## src/inc/seq_defs.svh

```systemverilog
// Purpose: Constants of the internal one-dimensional pattern sequencer.
// Assumes: 25 MHz controller clock; 32-bit Avalon-MM register slave.
// Notes: Offsets are byte addresses; every register is one aligned word.
// Function
// - Only 1D patterns are shown: one stored line replicated along rows or columns.
// - Pattern lines are stored in flash beforehand and shown after one host command.
// - Display is paced either free running or by external trigger, chosen by configuration.
// - In free running, start copies flash into internal memory and then display begins.
// - All patterns of one free-running frame use the same pre-dark, exposure and post-dark.
// - The configured illuminator is switched on during each pattern.
// - In free running the frame pulse is high, of minimum width, delayed from frame sync.
// - In free running the exposure output is high during exposure, delayed from slot start.
// - The internal frame period follows from the pattern set stored in flash.
// - In trigger mode the ready output is high while a trigger can be accepted.
// - In trigger mode the set pulse is high, of minimum width, delayed from trigger.
// - In trigger mode the exposure output is high in exposure, delayed from exposure start.
// - The trigger input is honoured only while waiting in internal display, else ignored.
// - The first trigger output fires at the start of each group of patterns.
// - Each slot runs pre-dark unlit, exposure lit with the pattern, then post-dark unlit.
`ifndef SEQ_DEFS_SVH
`define SEQ_DEFS_SVH

`define SEQ_REG_CTRL       8'h00
`define SEQ_REG_PRE_DARK   8'h04
`define SEQ_REG_EXPOSURE   8'h08
`define SEQ_REG_POST_DARK  8'h0c
`define SEQ_REG_FRAME_DLY  8'h10
`define SEQ_REG_EXPO_DLY   8'h14
`define SEQ_REG_STATUS     8'h18

`define SEQ_CTRL_TRIG_BIT  0
`define SEQ_CTRL_START_BIT 1
`define SEQ_CTRL_STOP_BIT  2
`define SEQ_CTRL_ROW_BIT   3
`define SEQ_CTRL_ILL_LSB   4
`define SEQ_CTRL_ILL_MSB   6

`define SEQ_STAT_STATE_LSB 0
`define SEQ_STAT_STATE_MSB 3
`define SEQ_STAT_READY_BIT 4
`define SEQ_STAT_CNT_LSB   8
`define SEQ_STAT_IDX_LSB   16

`define SEQ_RST_ILLUM      3'h4
`define SEQ_RST_INTERVAL   16'h0064

`define SEQ_CLK_HZ         25000000
`define SEQ_FRAME_PULSE_US 20
`define SEQ_US_PER_S       1000000
`define SEQ_FRAME_PULSE_CYC \
  ((`SEQ_FRAME_PULSE_US * `SEQ_CLK_HZ + `SEQ_US_PER_S - 1) / `SEQ_US_PER_S)

`endif

```

## src/inc/seq_pkg.sv

```systemverilog
// Purpose: Types shared by the pattern sequencer files.
// Assumes: Nothing beyond the constants header.
// Notes: State order is visible in the status register.
package seq_pkg;

  typedef enum logic [2:0] {
    ST_IDLE,
    ST_LOAD_HDR,
    ST_LOAD_PAT,
    ST_WAIT_TRIG,
    ST_PRE,
    ST_EXPO,
    ST_POST
  } seq_state_t;

endpackage

```

## src/logic/pattern_sequencer.sv

```systemverilog
// Purpose: Internal pattern mode sequencer with Avalon-MM register slave.
// Assumes: Flash reader answers each word request with one FLASH_ACK pulse.
// Notes: Flash word 0 holds the pattern count, words 1..count hold lines.
//
// The implementer's own choices: the Avalon-MM slave port and the address map.
`timescale 1ns/1ps
`include "seq_defs.svh"
module pattern_sequencer #(
  parameter int          LINE_W     = 32,
  parameter int          DW         = 4,
  parameter int          TW         = 16,
  parameter logic [23:0] FLASH_BASE = 24'h000000
) (
  input  wire logic              CLK,
  input  wire logic              RESET,
  input  wire logic [7:0]        AVS_ADDRESS,
  input  wire logic              AVS_READ,
  input  wire logic              AVS_WRITE,
  input  wire logic [31:0]       AVS_WRITEDATA,
  input  wire logic [3:0]        AVS_BYTEENABLE,
  output logic      [31:0]       AVS_READDATA,
  output logic                   AVS_WAITREQUEST,
  output logic                   FLASH_REQ,
  output logic      [23:0]       FLASH_ADDR,
  input  wire logic [LINE_W-1:0] FLASH_RDATA,
  input  wire logic              FLASH_ACK,
  input  wire logic              PATTERN_ADVANCE_IN,
  output logic                   PATTERN_READY,
  output logic                   FRAME_SET_PULSE_OUT,
  output logic                   EXPOSURE_ACTIVE_OUT,
  output logic      [2:0]        ILLUM_EN,
  output logic      [LINE_W-1:0] PATTERN_LINE,
  output logic                   ROW_REPLICATE
);
  import seq_pkg::*;

  localparam int         DEPTH   = 1 << DW;
  localparam logic [DW:0] DEPTH_N = DEPTH[DW:0];
  localparam logic [DW:0] ONE_N   = (DW+1)'(1);
  localparam logic [9:0]  PW_CYC  = 10'(`SEQ_FRAME_PULSE_CYC);

  typedef struct packed {
    seq_state_t        st;
    logic              trig_mode;
    logic              row_rep;
    logic [2:0]        illum;
    logic [TW-1:0]     pre;
    logic [TW-1:0]     expo;
    logic [TW-1:0]     post;
    logic [TW-1:0]     d1;
    logic [TW-1:0]     d2;
    logic [TW-1:0]     pre_s;
    logic [TW-1:0]     expo_s;
    logic [TW-1:0]     post_s;
    logic [DW:0]       count;
    logic [DW-1:0]     idx;
    logic [DW:0]       ld_idx;
    logic [TW-1:0]     ph;
    logic [TW-1:0]     slot_t;
    logic [TW-1:0]     fd_cnt;
    logic              fd_run;
    logic [9:0]        pw;
    logic              trig_prev;
    logic              wreq;
    logic [31:0]       rdata;
    logic              flash_req;
    logic [23:0]       flash_addr;
    logic              ready;
    logic              frame_out;
    logic              expo_out;
    logic [2:0]        led;
    logic [LINE_W-1:0] line;
  } seq_t;

  seq_t s_q;
  seq_t s_d;

  logic [LINE_W-1:0] rd_line;
  logic              mem_we;
  logic              bus_wr;
  logic              ctrl_wr;
  logic              start_cmd;
  logic              stop_cmd;
  logic              trig_edge;

  ////////////////////////////////////////////////////////////////////////////////
  // Register access helpers.

  function automatic logic [31:0] be_merge(input logic [31:0] old_v,
                                           input logic [31:0] new_v,
                                           input logic [3:0]  be);
    logic [31:0] r;
    r = old_v;
    for (int i = 0; i < 4; i++)
    begin
      if (be[i])
      begin
        r[i*8 +: 8] = new_v[i*8 +: 8];
      end
    end
    return r;
  endfunction

  function automatic logic [31:0] reg_read(input logic [7:0] a, input seq_t v);
    logic [31:0] r;
    r = 32'h0;
    case (a)
      `SEQ_REG_CTRL:
      begin
        r[`SEQ_CTRL_TRIG_BIT]                   = v.trig_mode;
        r[`SEQ_CTRL_ROW_BIT]                    = v.row_rep;
        r[`SEQ_CTRL_ILL_MSB:`SEQ_CTRL_ILL_LSB]  = v.illum;
      end
      `SEQ_REG_PRE_DARK:  r[TW-1:0] = v.pre;
      `SEQ_REG_EXPOSURE:  r[TW-1:0] = v.expo;
      `SEQ_REG_POST_DARK: r[TW-1:0] = v.post;
      `SEQ_REG_FRAME_DLY: r[TW-1:0] = v.d1;
      `SEQ_REG_EXPO_DLY:  r[TW-1:0] = v.d2;
      `SEQ_REG_STATUS:
      begin
        r[`SEQ_STAT_STATE_MSB:`SEQ_STAT_STATE_LSB] = {1'b0, v.st};
        r[`SEQ_STAT_READY_BIT]                     = v.ready;
        r[`SEQ_STAT_CNT_LSB +: DW+1]               = v.count;
        r[`SEQ_STAT_IDX_LSB +: DW]                 = v.idx;
      end
      default:            r = 32'h0;
    endcase
    return r;
  endfunction

  // A write takes effect at the edge where the master sees waitrequest low.
  assign bus_wr    = !s_q.wreq && AVS_WRITE;
  assign ctrl_wr   = bus_wr && (AVS_ADDRESS == `SEQ_REG_CTRL) && AVS_BYTEENABLE[0];
  assign start_cmd = ctrl_wr && AVS_WRITEDATA[`SEQ_CTRL_START_BIT];
  assign stop_cmd  = ctrl_wr && AVS_WRITEDATA[`SEQ_CTRL_STOP_BIT];
  assign trig_edge = PATTERN_ADVANCE_IN && !s_q.trig_prev;
  assign mem_we    = (s_q.st == ST_LOAD_PAT) && FLASH_ACK;

  ////////////////////////////////////////////////////////////////////////////////
  // Next-state logic.

  always_comb
  begin
    logic [31:0]   wv;
    logic          fsync;
    logic          done;
    logic [DW:0]   nxt;
    logic [DW:0]   hdr;
    logic [TW:0]   ref_t;
    wv    = be_merge(reg_read(AVS_ADDRESS, s_q), AVS_WRITEDATA, AVS_BYTEENABLE);
    fsync = 1'b0;
    done  = 1'b0;
    nxt   = {1'b0, s_q.idx} + ONE_N;
    hdr   = FLASH_RDATA[DW:0];
    ref_t = '0;
    s_d   = s_q;

    // Slave answers after one wait cycle; read data is latched with the drop.
    if (s_q.wreq && (AVS_READ || AVS_WRITE))
    begin
      s_d.wreq  = 1'b0;
      s_d.rdata = reg_read(AVS_ADDRESS, s_q);
    end
    else if (!s_q.wreq)
    begin
      s_d.wreq = 1'b1;
    end
    if (bus_wr)
    begin
      case (AVS_ADDRESS)
        `SEQ_REG_CTRL:
        begin
          s_d.trig_mode = wv[`SEQ_CTRL_TRIG_BIT];
          s_d.row_rep   = wv[`SEQ_CTRL_ROW_BIT];
          s_d.illum     = wv[`SEQ_CTRL_ILL_MSB:`SEQ_CTRL_ILL_LSB];
        end
        `SEQ_REG_PRE_DARK:  s_d.pre  = wv[TW-1:0];
        `SEQ_REG_EXPOSURE:  s_d.expo = wv[TW-1:0];
        `SEQ_REG_POST_DARK: s_d.post = wv[TW-1:0];
        `SEQ_REG_FRAME_DLY: s_d.d1   = wv[TW-1:0];
        `SEQ_REG_EXPO_DLY:  s_d.d2   = wv[TW-1:0];
        default:            s_d.wreq = 1'b1;
      endcase
    end

    s_d.trig_prev = PATTERN_ADVANCE_IN;
    if (s_q.st == ST_PRE || s_q.st == ST_EXPO || s_q.st == ST_POST)
    begin
      s_d.ph     = s_q.ph + 1'b1;
      s_d.slot_t = s_q.slot_t + 1'b1;
    end

    case (s_q.st)
      ST_IDLE:
      begin
        if (start_cmd)
        begin
          s_d.st         = ST_LOAD_HDR;
          s_d.flash_req  = 1'b1;
          s_d.flash_addr = FLASH_BASE;
        end
      end
      ST_LOAD_HDR:
      begin
        if (FLASH_ACK)
        begin
          // The set's own count fixes the frame length.
          s_d.count      = (hdr == '0) ? ONE_N : ((hdr > DEPTH_N) ? DEPTH_N : hdr);
          s_d.ld_idx     = '0;
          s_d.flash_addr = s_q.flash_addr + 1'b1;
          s_d.st         = ST_LOAD_PAT;
        end
      end
      ST_LOAD_PAT:
      begin
        if (FLASH_ACK)
        begin
          s_d.ld_idx     = s_q.ld_idx + ONE_N;
          s_d.flash_addr = s_q.flash_addr + 1'b1;
          if (s_q.ld_idx + ONE_N == s_q.count)
          begin
            s_d.flash_req = 1'b0;
            s_d.idx       = '0;
            s_d.st        = s_q.trig_mode ? ST_WAIT_TRIG : ST_PRE;
            fsync         = !s_q.trig_mode;
          end
        end
      end
      ST_WAIT_TRIG:
      begin
        // Only this state looks at the trigger.
        if (trig_edge)
        begin
          s_d.st = ST_PRE;
          fsync  = (s_q.idx == '0);
        end
      end
      ST_PRE:
      begin
        if ({1'b0, s_q.ph} + 1'b1 >= {1'b0, s_q.pre_s})
        begin
          s_d.st = ST_EXPO;
          s_d.ph = '0;
        end
      end
      ST_EXPO:
      begin
        if ({1'b0, s_q.ph} + 1'b1 >= {1'b0, s_q.expo_s})
        begin
          s_d.st = ST_POST;
          s_d.ph = '0;
        end
      end
      ST_POST:
      begin
        done = ({1'b0, s_q.ph} + 1'b1 >= {1'b0, s_q.post_s});
        if (done)
        begin
          s_d.idx = (nxt == s_q.count) ? '0 : nxt[DW-1:0];
          // Ready returns only once the whole slot is over.
          s_d.st  = s_q.trig_mode ? ST_WAIT_TRIG : ST_PRE;
          fsync   = !s_q.trig_mode && (nxt == s_q.count);
        end
      end
      default:
      begin
        s_d.st = ST_IDLE;
      end
    endcase

    if (s_d.st == ST_PRE && s_q.st != ST_PRE)
    begin
      s_d.ph     = '0;
      s_d.slot_t = '0;
    end
    if (fsync)
    begin
      // Intervals are frozen for the whole group.
      s_d.pre_s  = s_q.pre;
      s_d.expo_s = s_q.expo;
      s_d.post_s = s_q.post;
    end
    if (stop_cmd)
    begin
      s_d.st        = ST_IDLE;
      s_d.flash_req = 1'b0;
    end

    // Frame or set pulse: delay from sync, then a fixed minimum width.
    if (s_q.pw != '0)
    begin
      s_d.pw = s_q.pw - 1'b1;
    end
    if (fsync)
    begin
      s_d.fd_run = 1'b1;
      s_d.fd_cnt = '0;
    end
    else if (s_q.fd_run)
    begin
      if (s_q.fd_cnt >= s_q.d1)
      begin
        s_d.fd_run = 1'b0;
        s_d.pw     = PW_CYC;
      end
      else
      begin
        s_d.fd_cnt = s_q.fd_cnt + 1'b1;
      end
    end
    s_d.frame_out = (s_q.pw != '0);

    // Outputs line up with the state that they belong to.
    s_d.ready = (s_d.st == ST_WAIT_TRIG);
    s_d.led   = (s_d.st == ST_EXPO) ? s_q.illum : 3'h0;
    s_d.line  = (s_d.st == ST_EXPO) ? rd_line : '0;
    // Free running counts the delay from slot start, trigger mode from exposure start.
    ref_t = s_d.trig_mode ? ({1'b0, s_d.pre_s} + {1'b0, s_d.d2}) : {1'b0, s_d.d2};
    s_d.expo_out = ((s_d.st == ST_EXPO) || (!s_d.trig_mode && s_d.st == ST_PRE)) &&
                   ({1'b0, s_d.slot_t} >= ref_t);
  end

  always_ff @(posedge CLK)
  begin
    if (RESET)
    begin
      s_q          <= '0;
      s_q.st       <= ST_IDLE;
      s_q.wreq     <= 1'b1;
      s_q.illum    <= `SEQ_RST_ILLUM;
      s_q.pre      <= `SEQ_RST_INTERVAL;
      s_q.expo     <= `SEQ_RST_INTERVAL;
      s_q.post     <= `SEQ_RST_INTERVAL;
      s_q.pre_s    <= `SEQ_RST_INTERVAL;
      s_q.expo_s   <= `SEQ_RST_INTERVAL;
      s_q.post_s   <= `SEQ_RST_INTERVAL;
    end
    else
    begin
      s_q <= s_d;
    end
  end

  pattern_store #(
    .LINE_W (LINE_W),
    .DW     (DW)
  ) u_store (
    .clk     (CLK),
    .reset   (RESET),
    .wr_en   (mem_we),
    .wr_idx  (s_q.ld_idx[DW-1:0]),
    .wr_data (FLASH_RDATA),
    .rd_idx  (s_q.idx),
    .rd_data (rd_line)
  );

  assign AVS_READDATA        = s_q.rdata;
  assign AVS_WAITREQUEST     = s_q.wreq;
  assign FLASH_REQ           = s_q.flash_req;
  assign FLASH_ADDR          = s_q.flash_addr;
  assign PATTERN_READY       = s_q.ready;
  assign FRAME_SET_PULSE_OUT = s_q.frame_out;
  assign EXPOSURE_ACTIVE_OUT = s_q.expo_out;
  assign ILLUM_EN            = s_q.led;
  assign PATTERN_LINE        = s_q.line;
  assign ROW_REPLICATE       = s_q.row_rep;

  ////////////////////////////////////////////////////////////////////////////////
  // Checks.

  a_ready_state: assert property (@(posedge CLK) disable iff (RESET)
    PATTERN_READY == (s_q.st == ST_WAIT_TRIG)) else $error("ready not tied to wait state");
  a_ready_drop: assert property (@(posedge CLK) disable iff (RESET)
    (s_q.st == ST_WAIT_TRIG && trig_edge && !stop_cmd) |=> !PATTERN_READY && s_q.st == ST_PRE)
    else $error("ready kept after trigger");
  a_trig_ignore: assert property (@(posedge CLK) disable iff (RESET)
    (s_q.st == ST_IDLE && PATTERN_ADVANCE_IN && !start_cmd) |=> s_q.st == ST_IDLE)
    else $error("trigger acted outside display");
  a_start_load: assert property (@(posedge CLK) disable iff (RESET)
    (s_q.st == ST_IDLE && start_cmd && !stop_cmd) |=> s_q.st == ST_LOAD_HDR && FLASH_REQ)
    else $error("start did not begin loading");
  a_illum_expo: assert property (@(posedge CLK) disable iff (RESET)
    (ILLUM_EN != 3'h0) |-> s_q.st == ST_EXPO) else $error("light on outside exposure");
  a_dark_line: assert property (@(posedge CLK) disable iff (RESET)
    (s_q.st != ST_EXPO) |-> PATTERN_LINE == '0) else $error("pattern shown while dark");
  a_slot_order: assert property (@(posedge CLK) disable iff (RESET)
    (s_q.st == ST_POST) |-> ($past(s_q.st) == ST_EXPO || $past(s_q.st) == ST_POST))
    else $error("post-dark not after exposure");
  a_pulse_start: assert property (@(posedge CLK) disable iff (RESET)
    $rose(FRAME_SET_PULSE_OUT) |-> s_q.pw == PW_CYC - 10'h001)
    else $error("frame pulse width load wrong");
  a_pulse_hold: assert property (@(posedge CLK) disable iff (RESET)
    (FRAME_SET_PULSE_OUT && s_q.pw != '0) |=> FRAME_SET_PULSE_OUT)
    else $error("frame pulse ended early");
  a_expo_trig: assert property (@(posedge CLK) disable iff (RESET)
    (s_q.trig_mode && EXPOSURE_ACTIVE_OUT) |-> s_q.st == ST_EXPO)
    else $error("exposure output outside exposure");
  a_expo_free: assert property (@(posedge CLK) disable iff (RESET)
    EXPOSURE_ACTIVE_OUT |-> (s_q.st == ST_PRE || s_q.st == ST_EXPO))
    else $error("exposure output after exposure");

endmodule

```

## src/logic/pattern_store.sv

```systemverilog
// Purpose: Flip-flop store of one-dimensional pattern lines.
// Assumes: One write port used during loading, one combinational read port.
// Notes: Contents clear on reset; a set must be loaded again after it.
`timescale 1ns/1ps
module pattern_store #(
  parameter int LINE_W = 32,
  parameter int DW     = 4
) (
  input  wire logic              clk,
  input  wire logic              reset,
  input  wire logic              wr_en,
  input  wire logic [DW-1:0]     wr_idx,
  input  wire logic [LINE_W-1:0] wr_data,
  input  wire logic [DW-1:0]     rd_idx,
  output logic      [LINE_W-1:0] rd_data
);
  import seq_pkg::*;

  localparam int DEPTH = 1 << DW;

  typedef struct packed {
    logic [DEPTH-1:0][LINE_W-1:0] mem;
  } store_t;

  store_t s_q;
  store_t s_d;

  always_comb
  begin
    s_d = s_q;
    if (wr_en)
    begin
      s_d.mem[wr_idx] = wr_data;
    end
  end

  always_ff @(posedge clk)
  begin
    if (reset)
    begin
      s_q <= '0;
    end
    else
    begin
      s_q <= s_d;
    end
  end

  assign rd_data = s_q.mem[rd_idx];

endmodule
```

## config.mk

```make
export PLATFORM = sky130hd
export DESIGN_NAME = pattern_sequencer
export DESIGN_NICKNAME = d
export VERILOG_FILES = /design/src/inc/seq_pkg.sv /design/src/logic/pattern_sequencer.sv /design/src/logic/pattern_store.sv
export VERILOG_INCLUDE_DIRS = /design/src /design/src/inc
export SDC_FILE = /design/constraint.sdc
export NUM_CORES = 2
export LEC_CHECK = 0
export ABC_CLOCK_PERIOD_IN_PS = 8400
export BUFFER_PORTS_ARGS = -buffer_cell sky130_fd_sc_hd__buf_2
export CAP_MARGIN = 20
export CORE_UTILIZATION = 30
export DETAILED_ROUTE_END_ITERATION = 7
export GPL_TIMING_DRIVEN = 0
export HOLD_SLACK_MARGIN = 0.02
export PLACE_DENSITY = 0.41
export SYNTH_ARGS = -nofsm -noshare
export SYNTH_HDL_FRONTEND = slang
export SYNTH_HIERARCHICAL = 1
export SYNTH_SLANG_ARGS = --single-unit
```

## constraint.sdc

```tcl
create_clock -name CLK -period 8.4 [get_ports CLK]
set_input_delay 0.42 -clock CLK [delete_from_list [all_inputs] [get_ports CLK]]
set_output_delay 0.42 -clock CLK [all_outputs]
set_load 0.01 [all_outputs]
```

* Yosys cells after proc, flatten, opt, wreduce, memory -nomap -nowiden
Index checks and enable logic that the tools add are counted.
Word-level totals: flip-flop bits (word level) 806, output and inout bits 97, logic and storage cells 209, input port bits 82
Cells by class: $lt $le $gt $ge 9, bitwise operators 2, mux-type cells 73, reductions and logical operators 46, $add $sub $neg 9, eq/ne operators 24
Operators by type and width (count):
- 512-bit bitwise mux | 1
- 32-bit binary-select mux with 4-bit select | 1
- 32-bit demux with 4-bit select | 1
- 16-bit two-way mux | 8
- 32-bit two-way mux | 3
- 85-bit two-way mux | 1
- 24-bit one-hot mux with 3 select lines | 1
- 17-bit by 16-bit greater-or-equal comparator with 1-bit output | 3
- 25-bit two-way mux | 2
- 16-bit by 1-bit adder with 16-bit output, second input constant | 3
- 48-bit two-way mux | 1
- 16-bit one-hot mux with 2 select lines | 1
- 3-bit two-way mux | 10
- 5-bit one-hot mux with 6 select lines | 1
- 24-bit by 1-bit adder with 24-bit output, second input constant | 1
- 8-bit by 5-bit equality test with 1-bit output, second input constant | 3
- 24-bit two-way mux | 1
- 2-bit one-hot mux with 6 select lines | 2
- 11-bit two-way mux | 2
- 3-bit one-hot mux with 7 select lines | 1
- 10-bit two-way mux | 2
- 5-bit two-way mux | 4
- 2-bit one-hot mux with 5 select lines | 2
- 5-bit one-hot mux with 4 select lines | 1
- 49 further kinds | 107

* Depth between registers and ports, before layout
depth after elaboration 12, gate-level depth with buffers 34, mapped depth without buffers 31

* Cells and area by module
Netlist, hierarchy kept.
Modules (own cells, without submodules):
- pattern_store | instances 1, seq. area each 10249.8 µm², area each 23303.6 µm², cells each 2688
- pattern_sequencer | instances 1, seq. area each 5885.6 µm², area each 17148.9 µm², cells each 2138

* Worst setup path before layout
OpenSTA, ideal clock, no wires.
path type reg2reg, from reg s_q[140] (netlist name), to reg s_q (netlist bit EXPOSURE_ACTIVE_OUT), stages on the path, launching flop included 33, setup time 134 ps, clock period less this slack 6689 ps, setup slack 1711 ps, buffers on the path 2, required time 8266 ps, arrival 6555 ps, cell sequence dfxtp_1 > ha_1 > nand3_1 > or2_2 > or3_1 > xnor2_1 > ha_1 > and3_1 > nand4_1 > a2111o_1 > and3_1 > a2111o_1 > clkbuf_1 > clkbuf_1 > nand3_1 > nand2_1 > ha_1 > inv_1 > fa_1 > nor2b_1 > o31a_1 > o2111ai_1 > nand2_1 > a21o_1 > a211o_1 > a31oi_1 > ha_1 > a21o_1 > a211oi_1 > o21ai_0 > o221ai_1 > a21o_1 > a211oi_2
RTL lines:
- end, declared | line pattern_sequencer.sv:75 | seq_t s_q;

==> metrics.yaml <==
worst_slew_pin_slew_ns: 1.13
finalPower_mw: 9.11
num-nets-final: 5251
track_usage: 0.259
clock_sinks: 806
relSlewSlack: 0.248
grt.busiest_layer: "met2"
cpLargestDelayFamily: "compound AO/OA/AOI/OAI gates"
grt_first_pass_wirelength_mm: 261
gr-total-overflow: 0
synth_top_area_share: 0.399
die_x_um: 369
fin_crit_ns: 7.82
report.final.slew_viol_count: 0
die-area_um2: 136000
clock_latency_ns: 0.73
hp-class: "in2reg"
synth_cell_type_count: 96
hold_ws_ns: 0.121
dr.pass1.iters: 7
dpl.hpwl_mm: 134
min_period_over_period: 0.931
violations: "DRC"
drc: 40
grt_max_degree: 15
grt_antenna_before_repair: 11
synth.most_common_cell: "dfxtp_1"
cp-start-kind: "flip-flop"
yosys-top-cells-area: "dfxtp_1 40%, a21oi_1 8.9%, nand3_1 7.7%"
wl_per_cell_um: 26.2
clk_path_buf_depth: 3
finalClockSkew_ns: 0.0516
ys_seq_area_frac: 0.399
status: "finished, violations left"
htreeDepth: 3
p_leak_nw: 16.3
clk_pin_slew_ns: 0.06
cp_slowest_cell: "a2111o_2"
fp.coreArea_um2: 134000
ir_drop_v: 0.000144
io_buffers: 119
syn_to_final_growth_pct: 16.5
yosys-top-cells-count: "806 x dfxtp_1, 722 x a21oi_1, 624 x nand3_1, 610 x o21ai_0, 334 x clkbuf_1"
hold_viol: 0
cts_tree: "yes"
drive_gt1_frac: 0.139
use_met1: 0.338
ctsRootBufferMaster: "clkbuf_16"
synth_edf_count: 0
synth_async_sr_flop_share: 0
slowest_delay_ns: 0.52
grtUsageMet2: 0.426
crit_path_max_fanout: 10
yosys_warnings: 6
worstSetupPathType: "reg2reg"
path_buf_inv: 1
synth_top_area_cell: "dfxtp_1"
fp.dieH_um: 369
drt-initial-drc-count: 3733
cts-buffers-inserted: 99
netlist_instances: 4826
grt_setup_unrepaired: "no"
drv_cap: 0
crit_path_end_kind: "flip-flop"
totalWireLength_mm: 181
grtUsageMet3: 0.0318
gp_congestion: 0.913
start_util: 0.303
io_pins: 179
synth-seq-cells: 806
power_density_nw_per_um2: 193
critPathArrivalTime_ns: 8.36
fmax_mhz: 128
critPathRequiredTime_ns: 8.93
avgSynthCellArea_um2: 8.38
synth_area_um2: 40500
vias: 38700
via_per_inst: 5.59
ant_nets: 0
grt_pass1_vias: 36500
placementRows: 134
synthFlopType: "dfxtp_1"
setup_viol: 0
==> power by group <==
part	switching [mW]	total, mW	internal [mW]
combinational	0.285	0.391	0.106
clock	1.88	4.85	2.98
sequential	0.0183	3.87	3.85
total	2.18	9.11	6.93
==> kinds of logic (layout without fill, tap and decap cells) <==
| kind of cell | after synthesis | count (layout) | share of synthesized area |
|---|---|---|---|
| xor+xnor | 95 | 95 | 0.0206 |
| buf+inv | 740 | 1047 | 0.0846 |
| fa+ha+maj | 105 | 105 | 0.0327 |
| other cells | 1 | 16 | 0.0000927 |
| mux | 174 | 174 | 0.0834 |
| simple gates | 1293 | 1293 | 0.160 |
| compound gates | 1612 | 1612 | 0.220 |
| flops | 806 | 806 | 0.399 |
==> flip-flops by register name, indices dropped and copies added, names as in the netlist <==
signal,cells
AVS_READDATA,20
AVS_WAITREQUEST,1
EXPOSURE_ACTIVE_OUT,1
FLASH_ADDR,24
FLASH_REQ,1
FRAME_SET_PULSE_OUT,1
ILLUM_EN,3
PATTERN_LINE,32
PATTERN_READY,1
ROW_REPLICATE,1
s_q,209
u_store/s_q,512
==> routing by layer <==
| layer | vias to the layer above | part of all wire |
|---|---|---|
| li1 | 17800 | - |
| met1 | 19100 | 0.43 |
| met2 | 1412 | 0.47 |
| met3 | 338 | 0.055 |
| met4 | 8 | 0.051 |
| met5 | - | 0.00052 |
==> per-stage QoR <==
| stage | setup slack, ns | TNS [ns] | utilization | cell area [um2] | instances |
|---|---|---|---|---|---|
| floorplan | 1.71 | 0 | - | 40500 | 4837 |
| CTS | 0.0283 | 0 | 0.352 | 47100 | 6908 |
| finish | 0.577 | 0 | 0.353 | 47100 | 6916 |
| global route | 0.0526 | 0 | 0.353 | 47100 | 6913 |
| global placement | -0.412 | -0.412 | 0.324 | 43300 | 6724 |
| detailed placement | -0.302 | -0.302 | 0.324 | 43300 | 6726 |
==> timing repair <==
action / CTS / global route
setup buffers: 0 / 3
resized for setup: 5 / 11
gates cloned: 0 / 0
pin swaps: 0 / 1
endpoints found under the setup margin: 1 / 1
endpoints found under the hold margin: 2 / 0
hold buffers: 2 / 0
==> worst reg2reg max path: cells and delay by family, from the launching register on <==
| kind | cells | cell delay [ns] |
|---|---|---|
| DFF | 1 | 0.47 |
| adders and majority gates | 4 | 1.28 |
| buffers and inverters | 1 | 0.29 |
| xor gates and xnor gates | 1 | 0.20 |
| and+or+nand+nor | 9 | 1.97 |
| AOI/OAI and AO/OA | 14 | 3.42 |
==> layout by cell type, fill, tap and decap left out, types with 12 or more instances in the layout <==
| master | instances |
|---|---|
| a2111oi_0 | 12 |
| a211oi_1 | 36 |
| a21o_1 | 23 |
| a21oi_1 | 722 |
| a22oi_1 | 71 |
| and2_1 | 27 |
| and3_1 | 23 |
| buf_1 | 36 |
| buf_2 | 222 |
| buf_4 | 119 |
| bufinv_16 | 17 |
| clkbuf_1 | 343 |
| clkbuf_16 | 101 |
| clkbuf_8 | 29 |
| clkinv_2 | 14 |
| conb_1 | 12 |
| dfxtp_1 | 805 |
| ha_1 | 103 |
| inv_1 | 133 |
| mux2_2 | 13 |
| mux2i_1 | 29 |
| mux4_2 | 128 |
| nand2_1 | 232 |
| nand2b_1 | 21 |
| nand3_1 | 624 |
| nand4_1 | 39 |
| nor2_1 | 142 |
| nor2b_1 | 21 |
| nor3_1 | 69 |
| o211ai_1 | 23 |
| o21a_1 | 14 |
| o21ai_0 | 609 |
| or3_1 | 32 |
| xnor2_1 | 49 |
| xor2_1 | 45 |
==> layout make-up <==
type	count	area, um2
clock inverter	39	706
fill	14100	86500
antenna	4	10.0
buffer	603	2910
inverter	136	510
timing repair buffer	127	688
sequential	806	16100
multi-input combinational	3291	21000
tap	1768	2210
clock buffer	142	2970
==> path summary, 6_finish.rpt <==
path	startpoint	end	cells past startpoint	slack, ns
setup / recovery	s_q[140]	EXPOSURE_ACTIVE_OUT	29	0.58
hold / removal	FLASH_RDATA[31]	u_store/s_q[479]	3	0.12
setup reg to reg	s_q[140]	EXPOSURE_ACTIVE_OUT	29	0.58
hold reg to reg	AVS_READDATA[19]	AVS_READDATA[19]	2	0.45
(Power assumes the default switching activity.)
